--- src/hdl/bps_pkg.sv ---
// Purpose: shared constants and types for the buck protection sequencer
// Assumes: one system clock; switching cycles arrive as one-cycle ticks
// Notes: flag indices give the order of the comparator input vector
package bps_pkg;

   typedef enum logic [1:0]
   {
      BPS_ST_OFF    = 2'b00,
      BPS_ST_DISCH  = 2'b01,
      BPS_ST_RUN    = 2'b10,
      BPS_ST_HICCUP = 2'b11
   } bps_state_t;

   // switching-cycle counts
   localparam int BPS_OVL_TICKS = 512;
   localparam int BPS_HICCUP_TICKS = 16384;
   // internal switching period in sys_clk cycles (500 kHz at 200 MHz)
   localparam int BPS_TICK_PERIOD = 400;
   localparam int BPS_SYNC_STAGES = 2;

   // comparator flag positions
   localparam int BPS_F_EN = 0;
   localparam int BPS_F_UVLOCK = 1;
   localparam int BPS_F_TTRIP = 2;
   localparam int BPS_F_TREL = 3;
   localparam int BPS_F_GDLOW = 4;
   localparam int BPS_F_GUARD = 5;
   localparam int BPS_F_PEAK = 6;
   localparam int BPS_F_LSSRC = 7;
   localparam int BPS_F_LSSINK = 8;
   localparam int BPS_F_OVL = 9;
   localparam int BPS_F_FBWIN = 10;
   localparam int BPS_F_FBOUT = 11;
   localparam int BPS_F_SSREF = 12;
   localparam int BPS_F_SS14 = 13;
   localparam int BPS_F_SSGND = 14;
   localparam int BPS_F_LSREV = 15;
   localparam int BPS_F_EXTCLK = 16;
   localparam int BPS_F_FSP = 17;
   localparam int BPS_FLAG_W = 18;

   // reset values of driven outputs
   localparam logic BPS_PG_PD_RST = 1'b1;
   localparam logic BPS_LOWP_RST = 1'b1;

endpackage

--- src/hdl/bps_sync.sv ---
// Purpose: multi-stage synchroniser for a vector of async levels
// Assumes: each bit is an independent level, no bus coherence needed
// Notes: only the last stage is visible outside
`timescale 1ns/1ps
module bps_sync
   import bps_pkg::*;
#(
   parameter int WIDTH = BPS_FLAG_W,
   parameter int STAGES = BPS_SYNC_STAGES
)
(
   input wire logic sys_clk,
   input wire logic rst_n,
   input wire logic [WIDTH-1:0] async_in,
   output logic [WIDTH-1:0] sync_out
);

   genvar i;
   generate
      for (i = 0; i < WIDTH; i++)
      begin : g_bit
         logic [STAGES-1:0] chain_reg;
         always_ff @(posedge sys_clk or negedge rst_n)
         begin
            if (!rst_n)
               chain_reg <= '0;
            else
               chain_reg <= {chain_reg[STAGES-2:0], async_in[i]};
         end
         assign sync_out[i] = chain_reg[STAGES-1];
      end
   endgenerate

endmodule

--- src/hdl/bps_sequencer.sv ---
// Purpose: supervisory and protection sequencer of a synchronous buck
// Assumes: comparator flags are asynchronous levels
// Notes: timing counts are in switching-cycle ticks, except the tick divider, which counts sys_clk cycles
// How it works
// RULE_01 - regulate to lower of soft start, reference
// RULE_02 - undervoltage, enable low, thermal stop switching
// RULE_03 - discharge soft start before any restart
// RULE_04 - release power good inside 94-104 percent
// RULE_05 - pull power good outside 92-106 percent
// RULE_06 - pull power good on fault or low ss
// RULE_07 - high side may stay on indefinitely
// RULE_08 - gate supply low: high off, low on
// RULE_09 - overshoot holds high side off
// RULE_10 - after overshoot wait for next cycle
// RULE_11 - peak current trip ends high-side pulse
// RULE_12 - sourcing limit at cycle end skips pulse
// RULE_13 - resume pulse once sourcing limit clears
// RULE_14 - sinking limit: both off until next cycle
// RULE_15 - overload over 512 cycles, hiccup 16384
// RULE_16 - over temperature stops switching
// RULE_17 - thermal release, 16384 cycle hiccup, restart
// RULE_18 - no low-side sinking below 1.4 V ss
// RULE_19 - external clock falling edge starts cycle
// RULE_20 - synchronise flags, count hiccups in ticks
`timescale 1ns/1ps
module bps_sequencer
   import bps_pkg::*;
#(
   parameter int HICCUP_TICKS = BPS_HICCUP_TICKS,
   parameter int OVL_TICKS = BPS_OVL_TICKS,
   parameter int TICK_PERIOD = BPS_TICK_PERIOD
)
(
   input wire logic sys_clk,
   input wire logic nrst,
   input wire logic en_above_thr,
   input wire logic undervoltage_lockout,
   input wire logic therm_trip,
   input wire logic therm_release,
   input wire logic gd_supply_low,
   input wire logic overshoot_guard,
   input wire logic peak_trip,
   input wire logic ls_source_limit,
   input wire logic ls_sink_limit,
   input wire logic overload,
   input wire logic fb_in_window,
   input wire logic fb_out_window,
   input wire logic ss_below_ref,
   input wire logic ss_above_1p4,
   input wire logic ss_at_ground,
   input wire logic ls_reverse,
   input wire logic ext_clk_mode,
   input wire logic frequency_set_pin,
   output logic hs_on,
   output logic ls_on,
   output logic power_good_out_o,
   output logic power_good_out_oe,
   output logic ss_discharge,
   output logic ref_from_ss,
   output logic low_power,
   output logic hiccup_active
);

   localparam int HW = $clog2(HICCUP_TICKS + 1);
   localparam int OW = $clog2(OVL_TICKS + 2);
   localparam int DW = $clog2(TICK_PERIOD + 1);
   localparam logic [HW-1:0] HIC_LAST = HW'(HICCUP_TICKS - 1);
   localparam logic [OW-1:0] OVL_LIM = OW'(OVL_TICKS);
   localparam logic [DW-1:0] DIV_LAST = DW'(TICK_PERIOD - 1);

   logic rst_meta_reg;
   logic rst_n_reg;
   logic [BPS_FLAG_W-1:0] flags_raw;
   logic [BPS_FLAG_W-1:0] flags_s;
   bps_state_t state_reg;
   bps_state_t state_next;
   logic fsp_d_reg;
   logic [DW-1:0] div_reg;
   logic [HW-1:0] hic_cnt_reg;
   logic [OW-1:0] ovl_cnt_reg;
   logic therm_hold_reg;
   logic guard_block_reg;
   logic skip_reg;
   logic sink_off_reg;
   logic hs_on_reg;
   logic ls_on_reg;
   logic pg_pd_reg;
   logic pg_o_reg;
   logic ss_dis_reg;
   logic ref_ss_reg;
   logic lowp_reg;
   logic hic_reg;

   // reset release through two flops
   always_ff @(posedge sys_clk or negedge nrst)
   begin
      if (!nrst)
      begin
         rst_meta_reg <= 1'b0;
         rst_n_reg <= 1'b0;
      end
      else
      begin
         rst_meta_reg <= 1'b1;
         rst_n_reg <= rst_meta_reg;
      end
   end

   assign flags_raw = {frequency_set_pin, ext_clk_mode, ls_reverse,
                       ss_at_ground, ss_above_1p4, ss_below_ref,
                       fb_out_window, fb_in_window, overload,
                       ls_sink_limit, ls_source_limit, peak_trip,
                       overshoot_guard, gd_supply_low, therm_release,
                       therm_trip, undervoltage_lockout, en_above_thr};

   // RULE_20 flag synchronisers
   bps_sync #(
      .WIDTH(BPS_FLAG_W),
      .STAGES(BPS_SYNC_STAGES)
   ) u_sync (
      .sys_clk(sys_clk),
      .rst_n(rst_n_reg),
      .async_in(flags_raw),
      .sync_out(flags_s)
   );

   wire en_s = flags_s[BPS_F_EN];
   wire uvlock_s = flags_s[BPS_F_UVLOCK];
   wire ttrip_s = flags_s[BPS_F_TTRIP];
   wire trel_s = flags_s[BPS_F_TREL];
   wire gdlow_s = flags_s[BPS_F_GDLOW];
   wire guard_s = flags_s[BPS_F_GUARD];
   wire peak_s = flags_s[BPS_F_PEAK];
   wire lssrc_s = flags_s[BPS_F_LSSRC];
   wire lssink_s = flags_s[BPS_F_LSSINK];
   wire ovl_s = flags_s[BPS_F_OVL];
   wire fbwin_s = flags_s[BPS_F_FBWIN];
   wire fbout_s = flags_s[BPS_F_FBOUT];
   wire ssref_s = flags_s[BPS_F_SSREF];
   wire ss14_s = flags_s[BPS_F_SS14];
   wire ssgnd_s = flags_s[BPS_F_SSGND];
   wire lsrev_s = flags_s[BPS_F_LSREV];
   wire extclk_s = flags_s[BPS_F_EXTCLK];
   wire fsp_s = flags_s[BPS_F_FSP];

   // RULE_19 cycle start on external falling edge
   wire ext_fall = extclk_s & fsp_d_reg & ~fsp_s;
   wire int_tick = ~extclk_s & (div_reg == DIV_LAST);
   wire tick = ext_fall | int_tick;
   wire [DW-1:0] div_next = (div_reg == DIV_LAST) ? '0 : div_reg + 1'b1;

   // RULE_02 shutdown causes
   wire shutdown = uvlock_s | ~en_s | ttrip_s;
   wire run = (state_reg == BPS_ST_RUN);
   wire in_hic = (state_reg == BPS_ST_HICCUP);
   wire hic_done = in_hic & tick & (hic_cnt_reg == HIC_LAST);
   // RULE_15 more than the wait count of overloaded ticks
   wire ovl_trip = run & tick & ovl_s & (ovl_cnt_reg == OVL_LIM);
   // RULE_17 thermal hiccup may start after release
   wire therm_go = therm_hold_reg & trel_s & ~shutdown;

   always_comb
   begin
      state_next = state_reg;
      unique case (state_reg)
         BPS_ST_OFF:
         begin
            if (therm_go)
               state_next = BPS_ST_HICCUP;
            else if (!shutdown && !therm_hold_reg)
               state_next = BPS_ST_DISCH;
         end
         BPS_ST_DISCH:
         begin
            // RULE_03 wait for soft start at ground
            if (shutdown)
               state_next = BPS_ST_OFF;
            else if (ssgnd_s)
               state_next = BPS_ST_RUN;
         end
         BPS_ST_RUN:
         begin
            // RULE_16 over temperature leaves run
            if (shutdown)
               state_next = BPS_ST_OFF;
            else if (ovl_trip)
               state_next = BPS_ST_HICCUP;
         end
         BPS_ST_HICCUP:
         begin
            if (shutdown)
               state_next = BPS_ST_OFF;
            else if (hic_done)
               state_next = BPS_ST_DISCH;
         end
      endcase
   end

   wire [HW-1:0] hic_next = !in_hic ? '0 :
                            tick ? hic_cnt_reg + 1'b1 : hic_cnt_reg;
   wire [OW-1:0] ovl_next = (!run || !ovl_s) ? '0 :
                            (tick && ovl_cnt_reg != OVL_LIM) ?
                            ovl_cnt_reg + 1'b1 : ovl_cnt_reg;
   // trip sets, hiccup end clears; set wins
   wire therm_hold_next = ttrip_s | (therm_hold_reg & ~hic_done);

   // RULE_10 overshoot blocks until next tick
   wire guard_block_next = run & (guard_s | (guard_block_reg & ~tick));
   // RULE_12 sample sourcing limit at cycle boundary
   wire skip_next = run & (tick ? lssrc_s : skip_reg);
   // RULE_14 sinking limit latched for rest of cycle
   wire sink_off_next = run & (lssink_s | (sink_off_reg & ~tick));

   // RULE_02 RULE_15 no switching once leaving run
   wire sw_en = run & ~shutdown & ~ovl_trip;
   // RULE_08 RULE_09 RULE_11 high-side turn-off causes
   wire hs_cut = peak_s | guard_s | gdlow_s;
   // RULE_07 RULE_13 pulse starts at tick unless skipped, else holds
   wire hs_hold = hs_on_reg & ~guard_block_reg & ~skip_reg;
   wire hs_next = sw_en & ~hs_cut & (tick ? ~lssrc_s : hs_hold);
   // RULE_18 no reverse current while ss below 1.4 V
   wire prebias_cut = lsrev_s & ~ss14_s;
   wire ls_cut = lssink_s | (sink_off_reg & ~tick) | prebias_cut;
   // RULE_08 RULE_12 low side fills rest of cycle
   wire ls_next = sw_en & ~hs_next & ~ls_cut;

   // RULE_06 forced pull-down causes
   wire pg_bad = shutdown | ~ss14_s | therm_hold_reg | ~run;
   // RULE_04 RULE_05 hysteretic window
   wire pg_ok_now = ~pg_pd_reg;
   wire pg_ok_next = ~pg_bad & ~fbout_s & (pg_ok_now | fbwin_s);

   always_ff @(posedge sys_clk or negedge rst_n_reg)
   begin
      if (!rst_n_reg)
      begin
         state_reg <= BPS_ST_OFF;
         fsp_d_reg <= 1'b0;
         div_reg <= '0;
         hic_cnt_reg <= '0;
         ovl_cnt_reg <= '0;
         therm_hold_reg <= 1'b0;
      end
      else
      begin
         state_reg <= state_next;
         fsp_d_reg <= fsp_s;
         div_reg <= div_next;
         hic_cnt_reg <= hic_next;
         ovl_cnt_reg <= ovl_next;
         therm_hold_reg <= therm_hold_next;
      end
   end

   always_ff @(posedge sys_clk or negedge rst_n_reg)
   begin
      if (!rst_n_reg)
      begin
         guard_block_reg <= 1'b0;
         skip_reg <= 1'b0;
         sink_off_reg <= 1'b0;
         hs_on_reg <= 1'b0;
         ls_on_reg <= 1'b0;
      end
      else
      begin
         guard_block_reg <= guard_block_next;
         skip_reg <= skip_next;
         sink_off_reg <= sink_off_next;
         hs_on_reg <= hs_next;
         ls_on_reg <= ls_next;
      end
   end

   always_ff @(posedge sys_clk or negedge rst_n_reg)
   begin
      if (!rst_n_reg)
      begin
         pg_pd_reg <= BPS_PG_PD_RST;
         pg_o_reg <= 1'b0;
         ss_dis_reg <= 1'b0;
         ref_ss_reg <= 1'b1;
         lowp_reg <= BPS_LOWP_RST;
         hic_reg <= 1'b0;
      end
      else
      begin
         pg_pd_reg <= ~pg_ok_next;
         pg_o_reg <= 1'b0;
         // RULE_03 discharge while waiting to restart
         ss_dis_reg <= (state_next == BPS_ST_DISCH);
         // RULE_01 lower of soft start and reference
         ref_ss_reg <= ssref_s;
         // RULE_02 low-current state
         lowp_reg <= (state_next == BPS_ST_OFF);
         hic_reg <= (state_next == BPS_ST_HICCUP);
      end
   end

   assign hs_on = hs_on_reg;
   assign ls_on = ls_on_reg;
   assign power_good_out_o = pg_o_reg;
   assign power_good_out_oe = pg_pd_reg;
   assign ss_discharge = ss_dis_reg;
   assign ref_from_ss = ref_ss_reg;
   assign low_power = lowp_reg;
   assign hiccup_active = hic_reg;
endmodule

--- config.mk ---
export PLATFORM = sky130hd
export DESIGN_NAME = bps_sequencer
export DESIGN_NICKNAME = d
export VERILOG_FILES = /design/src/hdl/bps_pkg.sv /design/src/hdl/bps_sync.sv /design/src/hdl/bps_sequencer.sv
export SDC_FILE = /design/constraint.sdc
export NUM_CORES = 1
export LEC_CHECK = 0
export ABC_AREA = 1
export BUFFER_PORTS_ARGS = -buffer_cell sky130_fd_sc_hd__buf_4
export CAP_MARGIN = 15
export CORE_UTILIZATION = 50
export DETAILED_ROUTE_END_ITERATION = 8
export PLACE_DENSITY = 0.69
export SLEW_MARGIN = 30
export SYNTH_ARGS = -nofsm -noshare
export SYNTH_HDL_FRONTEND = slang
export SYNTH_SLANG_ARGS = --single-unit
export TNS_END_PERCENT = 50
--- constraint.sdc ---
create_clock -name sys_clk -period 2.92 [get_ports sys_clk]
set_input_delay 0.146 -clock sys_clk [delete_from_list [all_inputs] [get_ports sys_clk]]
set_output_delay 0.146 -clock sys_clk [all_outputs]
set_load 0.01 [all_outputs]
==> flow_metrics.env, run 1 <==
export IMPL_io_pins=28
export IMPL_final_nets=452
export IMPL_tns_ps=0
export IMPL_largest_reg_flops=36
export IMPL_worstReg2RegEnd="ovl_cnt_reg[3]"
export IMPL_rsz0062_at_grt="false"
export IMPL_worstSkewPairLatency_ps=370
export IMPL_p_leak_nw=1.946
export IMPL_period_share_pct=76.00
export IMPL_synth_cells=374
export IMPL_fmax_ghz=0.4506
export IMPL_path_cells="ha_1 -> nand3_1 -> inv_2 -> nand3_1 -> nand2_1 -> nand2_2 -> nor2_2 -> inv_1 -> nand2_1 -> o21ai_0"
export IMPL_hp_class="primary input to asynchronous set/reset pin"
export IMPL_synth_distinct_cells=32
export IMPL_route_detailed_drc=0
export IMPL_pwr_share_seq_pct=55.7
export IMPL_ir_drop_mv=0.3901
export IMPL_p_comb_share_pct=8.3
export IMPL_setup_viol=0
export IMPL_grt_util_all_layers_pct=19.45
export IMPL_routedWlPerCell_um=12.14
export IMPL_rr_worst_depth=10
export IMPL_coreArea_um2=6832
export IMPL_grt_ovfl_total=0
export IMPL_postCtsResizedCells=0
export IMPL_routed_via_count=2562
export IMPL_skew_ps=12.95
export IMPL_cp_end_kind="register"
export IMPL_path_max_fanout=13
export IMPL_criticalPathCategory="register to register"
export IMPL_final_common_cell="dfrtp_1"
export IMPL_slew_violations=0
export IMPL_pwr_share_clk_pct=36.0
export IMPL_min_period_ps=2219
export IMPL_wirelength_um=6421
export IMPL_p_total_mw=2.285
export IMPL_cp_start_kind="register"
export IMPL_crit_required_ps=3160
export IMPL_num_antenna_cells=0
export IMPL_dp_hpwl_um=4295
export IMPL_drv_cap=0
export IMPL_grt_pass1_wl_um=11090
export IMPL_yosysSeqAreaShare_pct=60.67
export IMPL_dieArea_um2=7448
export IMPL_powerDensity_nw_per_um2=535.2
export IMPL_num_rows=30
export IMPL_synth_main_ff_cell="dfrtp_1"
export IMPL_async_flop_share_pct=100.0
export IMPL_ys_ff_latch=86
export IMPL_syn_area_per_cell_um2=9.501
export IMPL_cts_root_buf="clkbuf_8"
export IMPL_initial_core_util_pct=52.01
export IMPL_cts_tree="yes"
export IMPL_numClockSinks=86
export IMPL_clk_pin_slew_ps=100
export IMPL_routed_via_density=4.843
export IMPL_hold_viol=0
export IMPL_crit_path_top_delay_cell="nor2_2"
export IMPL_synth_edf_count=0
export IMPL_stdcell_count=529
export IMPL_gp_congestion=0.8708
export IMPL_drive_above_1_share_pct=15.24
export IMPL_grt_pass1_vias=2578
export IMPL_fin_ws_ps=700.8
export IMPL_h_tree_depth=3
export IMPL_post_place_ws_ps=718.6
export IMPL_die_h_um=86.30
export IMPL_final_cell_mix="dfrtp_1, nand2_1, nor2_1, inv_1, buf_4"
export IMPL_switching_power_uw=621.0
export IMPL_ant_nets=0
export IMPL_slowest_delay_ps=400
export IMPL_outcome="completed"
export IMPL_p_int_mw=1.664
export IMPL_antenna_found_initial=0
export IMPL_cts_buffers=9
export IMPL_placed_cells=494
export IMPL_dr_pass1_iters=4
export IMPL_portBuffers=26
export IMPL_p_sw_share_pct=27.18
export IMPL_arrival_ps=2460
export IMPL_post_cts_setup_buffer_count=0
export IMPL_syn_area_um2=3553
export IMPL_worstReg2RegStart="div_reg[0]"
export IMPL_cts_path_max_buffers=2
export IMPL_syn_nets=398
export IMPL_die_x_um=86.30
export IMPL_area_growth_pct=20.14
export IMPL_grt_start_max_net_pins=42
export IMPL_drt_iter0_drc=150
export IMPL_yosys_warnings=0
export IMPL_r2r_slack_ps=700
## per-layer routing
| metal | routed length [um] | GRT usage, % |
|---|---|---|
| met4 | 137 | 8.636 |
| met1 | 3032 | 24.10 |
| met5 | 0 | 0 |
| met2 | 3048 | 32.18 |
| met3 | 203 | 5.143 |
## logic make-up after synthesis
family / synth area share (%)
and+or+nand+nor: 23.98
DFF: 60.67
buffers and inverters: 5.598
AOI/OAI and AO/OA: 6.409
xor gates and xnor gates: 1.725
adders and majority gates: 1.409
other: 0.2113
## synthesized netlist by cell type (3+ instances only)
cell type | count | area share (%)
dfrtp_1 | 83 | 58
nand2_1 | 68 | 7.2
nor2_1 | 48 | 5.1
inv_1 | 42 | 4.4
nand3_1 | 23 | 3.2
o21ai_0 | 22 | 3.1
nand4_1 | 17 | 3.0
a21oi_1 | 10 | 1.4
nor3_1 | 9 | 1.3
nand2_2 | 7 | 1.2
xor2_1 | 7 | 1.7
ha_1 | 4 | 1.4
o31ai_1 | 4 | 0.85
dfstp_2 | 3 | 2.2
## worst max path at each step
stage / slack, ps / to / cells past startpoint / start
6_report: 700 / ovl_cnt_reg[3] / 10 / div_reg[0]
5_1_grt: 450 / ovl_cnt_reg[8] / 10 / div_reg[0]
4_1_cts: 670 / ovl_cnt_reg[7] / 10 / div_reg[0]
3_5_place_dp: 720 / ovl_cnt_reg[3] / 10 / div_reg[0]
3_3_place_gp: 830 / ovl_cnt_reg[3] / 10 / div_reg[0]
2_1_floorplan: 350 / div_reg[0] / 0 / rst_n_reg
## layout make-up
class,instances,area (um2)
Fill cell,585,2562
Clock buffer,9,123.9
Timing Repair Buffer,47,425.4
Clock inverter,7,72.57
Multi-Input combinational cell,239,1199
Tap cell,96,120.1
Inverter,45,168.9
Sequential cell,86,2160
## power groups by stage
stage | Clock, mW | Combinational (mW) | Sequential [mW]
6_report | 0.823 | 0.189 | 1.27
5_1_grt | 0.885 | 0.211 | 1.28
4_1_cts | 0.841 | 0.191 | 1.27
3_5_place_dp | 0 | 0.171 | 1.30
3_3_place_gp | 0 | 0.140 | 1.31
2_1_floorplan | 0 | 0.0878 | 1.31
## stage by stage
step | util [%] | hold slack, ps | cell area (um2)
global placement | 56.25 | -71.84 | 3842
finish | 62.49 | 94.11 | 4269
CTS | 62.49 | 75.20 | 4269
global route | 62.49 | 83.42 | 4269
floorplan | - | -149.6 | 3553
detailed placement | 56.83 | -69.72 | 3882
## worst max-delay path: cells and delay by family (launching register included)
family / cells / cell delay (ps)
buf+inv: 2 / 230
fa+ha+maj: 1 / 190
flops: 1 / 380
simple gates: 6 / 1160
compound gates: 1 / 130
## repair_timing
| action | CTS | global route |
|---|---|---|
| setup endpoints to repair | 0 | 0 |
| endpoints found under the hold margin | 20 | 0 |
| hold buffers | 19 | 0 |
(Power assumes the default switching activity.)
==> run 2: changes to the inputs <==
- PLACE_DENSITY: 0.69 -> 0.72
- clock period: 2.92 -> 1.8 ns (I/O delays scaled with it)
==> run 2 against run 1 <==
Utilization is 1.1 points higher. Sequential power is 63% higher. Combinational power is 66% higher. Final cell count is 1.5% higher. Global-route usage is 0.70 points higher. Worst setup slack worse by 550 ps.
==> flow_metrics.env, run 2 (same netlist as run 1, synthesis figures left out) <==
export IMPL_wirelength_um=6331
export IMPL_area_growth_pct=22.29
export IMPL_period_share_pct=91.47
export IMPL_cp_end_kind="register"
export IMPL_cts_path_max_buffers=2
export IMPL_rsz0062_at_grt="false"
export IMPL_skew_ps=9.753
export IMPL_io_pins=28
export IMPL_dr_pass1_iters=4
export IMPL_routed_via_density=5.004
export IMPL_ant_nets=0
export IMPL_num_antenna_cells=0
export IMPL_grt_util_all_layers_pct=20.14
export IMPL_hold_viol=0
export IMPL_powerDensity_nw_per_um2=851.8
export IMPL_place_area_um2=3920
export IMPL_tns_ps=0
export IMPL_numClockSinks=86
export IMPL_p_leak_nw=1.983
export IMPL_cts_buffers=9
export IMPL_routedWlPerCell_um=11.79
export IMPL_clk_pin_slew_ps=90
export IMPL_gp_congestion=0.8420
export IMPL_grt_pass1_vias=2612
export IMPL_hp_class="primary input to asynchronous set/reset pin"
export IMPL_path_max_fanout=5
export IMPL_fin_ws_ps=153.5
export IMPL_cts_root_buf="clkbuf_8"
export IMPL_outcome="completed"
export IMPL_die_x_um=86.30
export IMPL_final_common_cell="dfrtp_1"
export IMPL_cp_start_kind="register"
export IMPL_fin_area_um2=4345
export IMPL_dp_hpwl_um=4383
export IMPL_drt_iter0_drc=128
export IMPL_num_rows=30
export IMPL_dieArea_um2=7448
export IMPL_fmax_ghz=0.6074
export IMPL_routed_via_count=2687
export IMPL_worstSkewPairLatency_ps=360
export IMPL_slew_violations=0
export IMPL_drv_cap=0
export IMPL_criticalPathCategory="register to register"
export IMPL_final_nets=460
export IMPL_grt_ovfl_total=0
export IMPL_final_cell_mix="dfrtp_1, nand2_1, nor2_1, inv_1, buf_4"
export IMPL_coreArea_um2=6832
export IMPL_setup_viol=0
export IMPL_drive_above_1_share_pct=17.91
export IMPL_arrival_ps=1940
export IMPL_portBuffers=26
export IMPL_post_place_ws_ps=33.39
export IMPL_ir_drop_mv=0.6661
export IMPL_min_period_ps=1646
export IMPL_h_tree_depth=3
export IMPL_die_h_um=86.30
export IMPL_p_total_mw=3.701
export IMPL_route_detailed_drc=0
export IMPL_grt_pass1_wl_um=11410
export IMPL_initial_core_util_pct=52.01
export IMPL_crit_required_ps=2100
export IMPL_cts_tree="yes"
export IMPL_largest_reg_flops=36
export IMPL_grt_start_max_net_pins=33
export IMPL_antenna_found_initial=0
==> run 2: cell count changes in the layout (fill, tap and decap cells not counted) <==
cell      delta
clkinv_4     +1
nand2_1      -2
buf_4        +7
inv_6        -1
nand2_2      +2
nand3_2      +1
inv_1        -1
buf_6        +1
inv_2        +1
ha_2         +1
ha_1         -1
nand3_1      -1
==> run 2: final cells by class <==
class,count,area [um2]
clock buffers,9,123.9
clock inverters,7,72.57
fillers,591,2486
inverters,45,168.9
multi-input cells,239,1211
flip-flops and latches,86,2160
well taps,96,120.1
repair buffers,55,489.2
==> run 2: metrics by stage <==
| step | hold slack [ps] | instances | utilization, % |
|---|---|---|---|
| after global placement | -127.2 | 499 | 57.38 |
| after CTS | 11.43 | 534 | 63.04 |
| final | 37.37 | 537 | 63.61 |
| after global routing | 34.10 | 537 | 63.61 |
| after floorplan | -205.6 | 374 | - |
| after detailed placement | -126.2 | 499 | 57.38 |
==> run 2: power by group <==
group          switching [mW]  internal (mW)
clock                   0.774          0.544
combinational           0.166          0.148
sequential             0.0549           2.01
==> run 2: worst paths after layout <==
path / start / endpoint / slack, ps / depth (start not counted)
setup / recovery: div_reg[0] / hic_cnt_reg[7] / 150 / 10
hold / removal: nrst / rst_meta_reg / 40 / 2
setup reg to reg: div_reg[0] / hic_cnt_reg[7] / 150 / 10
hold reg to reg: rst_n_reg / div_reg[8] / 250 / 0
max in group asynchronous: rst_n_reg / power_good_out_oe / 990 / 1
min in group sys_clk: u_sync.g_bit[8].chain_reg[0] / u_sync.g_bit[8].chain_reg[1] / 350 / 0
==> run 2: routing by layer <==
layer	track usage, %	vias to the layer above	part of all wire [%]	wire length, um
met5	0	-	0	0
met4	11.06	0	2.6	167
met3	3.714	14	3.6	226
met2	31.75	57	47	2972
met1	26.61	1280	47	2964
li1	-	1336	-	-
==> run 2: repair_timing <==
item / CTS / global route
hold buffers: 19 / 0
setup buffers: 0 / 3
endpoints found under the hold margin: 20 / 0
setup endpoints to repair: 0 / 26
resized for setup: 0 / 6
==> run 2: critical path, cell delays in order, from the launching register on <==
cell,delay (ps)
dfrtp_1,380
ha_2,200
nand3_2,100
inv_2,80
nand3_1,100
nand2_2,100
nand2_2,80
buf_4,180
nor2_1,130
o21ai_0,100
a21oi_1,120
==> run 3: changes to the inputs <==
- MAX_ROUTING_LAYER: not set -> met4
==> run 3 against run 2 <==
Combinational power barely moved. Fmax barely moved. Via count rose by 0.60%. Non-clock buffer count did not move. Sequential power barely moved. Register-to-register slack barely moved. Utilization did not move. Critical path depth did not move. Critical endpoint unchanged. Largest power group unchanged.
==> flow_metrics.env, run 3 (same netlist as run 1, synthesis figures left out) <==
export IMPL_outcome="completed"
export IMPL_cts_root_buf="clkbuf_8"
export IMPL_fin_ws_ps=153.7
export IMPL_portBuffers=26
export IMPL_slowest_delay_ps=380
export IMPL_drive_above_1_share_pct=17.91
export IMPL_placed_cells=499
export IMPL_wirelength_um=6345
export IMPL_dp_hpwl_um=4383
export IMPL_path_max_fanout=5
export IMPL_routedWlPerCell_um=11.82
export IMPL_area_growth_pct=22.29
export IMPL_hold_viol=0
export IMPL_period_share_pct=91.46
export IMPL_min_period_ps=1646
export IMPL_setup_viol=0
export IMPL_crit_path_top_delay_cell="dfrtp_1"
export IMPL_coreArea_um2=6832
export IMPL_cp_end_kind="register"
export IMPL_ant_nets=0
export IMPL_largest_reg_flops=36
export IMPL_die_x_um=86.30
export IMPL_arrival_ps=1940
export IMPL_die_h_um=86.30
export IMPL_fmax_ghz=0.6074
export IMPL_criticalPathCategory="register to register"
export IMPL_tns_ps=0
export IMPL_grt_pass1_vias=2602
export IMPL_crit_family="simple AND/OR/NAND/NOR gates"
export IMPL_highest_layer="met4"
export IMPL_gp_congestion=0.8551
export IMPL_grt_pass1_wl_um=11430
export IMPL_grt_start_max_net_pins=33
export IMPL_grt_ovfl_total=0
export IMPL_drv_cap=0
export IMPL_dieArea_um2=7448
export IMPL_crit_top_cell="nand2_2"
export IMPL_routed_via_count=2703
export IMPL_io_pins=28
export IMPL_crit_required_ps=2100
export IMPL_clk_pin_slew_ps=90
export IMPL_post_place_ws_ps=33.39
export IMPL_switching_power_uw=997.8
export IMPL_routed_via_density=5.034
export IMPL_num_rows=30
export IMPL_final_cell_mix="dfrtp_1, nand2_1, nor2_1, inv_1, buf_4"
export IMPL_worstSkewPairLatency_ps=370
export IMPL_hp_class="primary input to asynchronous set/reset pin"
export IMPL_powerDensity_nw_per_um2=852.2
export IMPL_path_cells="ha_2 -> nand3_2 -> inv_2 -> nand3_1 -> nand2_2 -> nand2_2 -> buf_4 -> nor2_1 -> o21ai_0 -> a21oi_1"
export IMPL_p_leak_nw=1.983
export IMPL_skew_ps=10.77
export IMPL_wl_met1_um=2961
export IMPL_pwr_share_clk_pct=35.6
export IMPL_ir_drop_mv=0.6671
export IMPL_route_detailed_drc=0
export IMPL_drt_iter0_drc=128
export IMPL_wl_met2_um=2959
export IMPL_crit_buf_inv=2
export IMPL_initial_core_util_pct=52.01
export IMPL_pwr_share_seq_pct=55.9
export IMPL_p_sw_share_pct=26.94
export IMPL_cts_tree="yes"
export IMPL_final_nets=460
export IMPL_rsz0062_at_grt="false"
export IMPL_slew_violations=0
export IMPL_p_comb_share_pct=8.5
export IMPL_crit_cells=10
export IMPL_grt_util_all_layers_pct=20.83
export IMPL_rr_worst_depth=10
export IMPL_p_int_mw=2.706
export IMPL_h_tree_depth=3
export IMPL_final_common_cell="dfrtp_1"
export IMPL_dr_pass1_iters=4
export IMPL_cts_buffers=9
export IMPL_numClockSinks=86
export IMPL_num_antenna_cells=0
export IMPL_met3_length_um=243
export IMPL_stdcell_count=537
export IMPL_cts_path_max_buffers=2
export IMPL_antenna_found_initial=0
export IMPL_fin_util_pct=63.61
export IMPL_cp_start_kind="register"
==> run 3: cell counts in the layout (fill, tap and decap cells not counted) <==
No cell type changed its count.
==> run 3: final timing paths <==
check / from / endpoint / slack [ps]
setup / recovery: div_reg[0] / hic_cnt_reg[7] / 150
hold / removal: nrst / rst_meta_reg / 30
setup reg to reg: div_reg[0] / hic_cnt_reg[7] / 150
hold reg to reg: rst_n_reg / div_reg[8] / 250
max in group asynchronous: rst_n_reg / power_good_out_oe / 990
min in group sys_clk: u_sync.g_bit[8].chain_reg[0] / u_sync.g_bit[8].chain_reg[1] / 350
==> run 3: layer usage <==
layer | global-route usage [%] | vias up
li1 | - | 1335
met1 | 26.61 | 1285
met2 | 31.75 | 64
met3 | 4.000 | 19
met4 | 11.06 | 0
met5 | - | -
==> run 3: power by group through the flow <==
stage | logic (mW) | registers, mW | clock network, mW
floorplan | 0.143 | 2.12 | 0
global placement | 0.271 | 2.11 | 0
detailed placement | 0.280 | 2.11 | 0
CTS | 0.312 | 2.07 | 1.36
global route | 0.347 | 2.08 | 1.45
finish | 0.315 | 2.07 | 1.32
==> run 3: what timing repair did <==
| item | in CTS | in global routing |
|---|---|---|
| setup endpoints to repair | 0 | 26 |
| resized for setup | 0 | 6 |
| endpoints found under the hold margin | 20 | 0 |
| buffers inserted | 0 | 3 |
| hold buffers | 19 | 0 |
==> run 3: metrics by stage <==
stage | area [um2] | hold WS, ps | total power [mW]
2_1_floorplan | 3555 | -205.6 | 2.267
3_3_place_gp | 3920 | -127.2 | 2.379
3_5_place_dp | 3920 | -126.2 | 2.389
4_1_cts | 4307 | 11.43 | 3.743
5_1_grt | 4345 | 31.51 | 3.875
6_report | 4345 | 34.88 | 3.703
==> run 3: cell type report <==
cell class / count / area [um2]
Clock buffer: 9 / 123.9
Clock inverter: 7 / 72.57
Fill cell: 591 / 2486
Inverter: 45 / 168.9
Multi-Input combinational cell: 239 / 1211
Sequential cell: 86 / 2160
Tap cell: 96 / 120.1
Timing Repair Buffer: 55 / 489.2
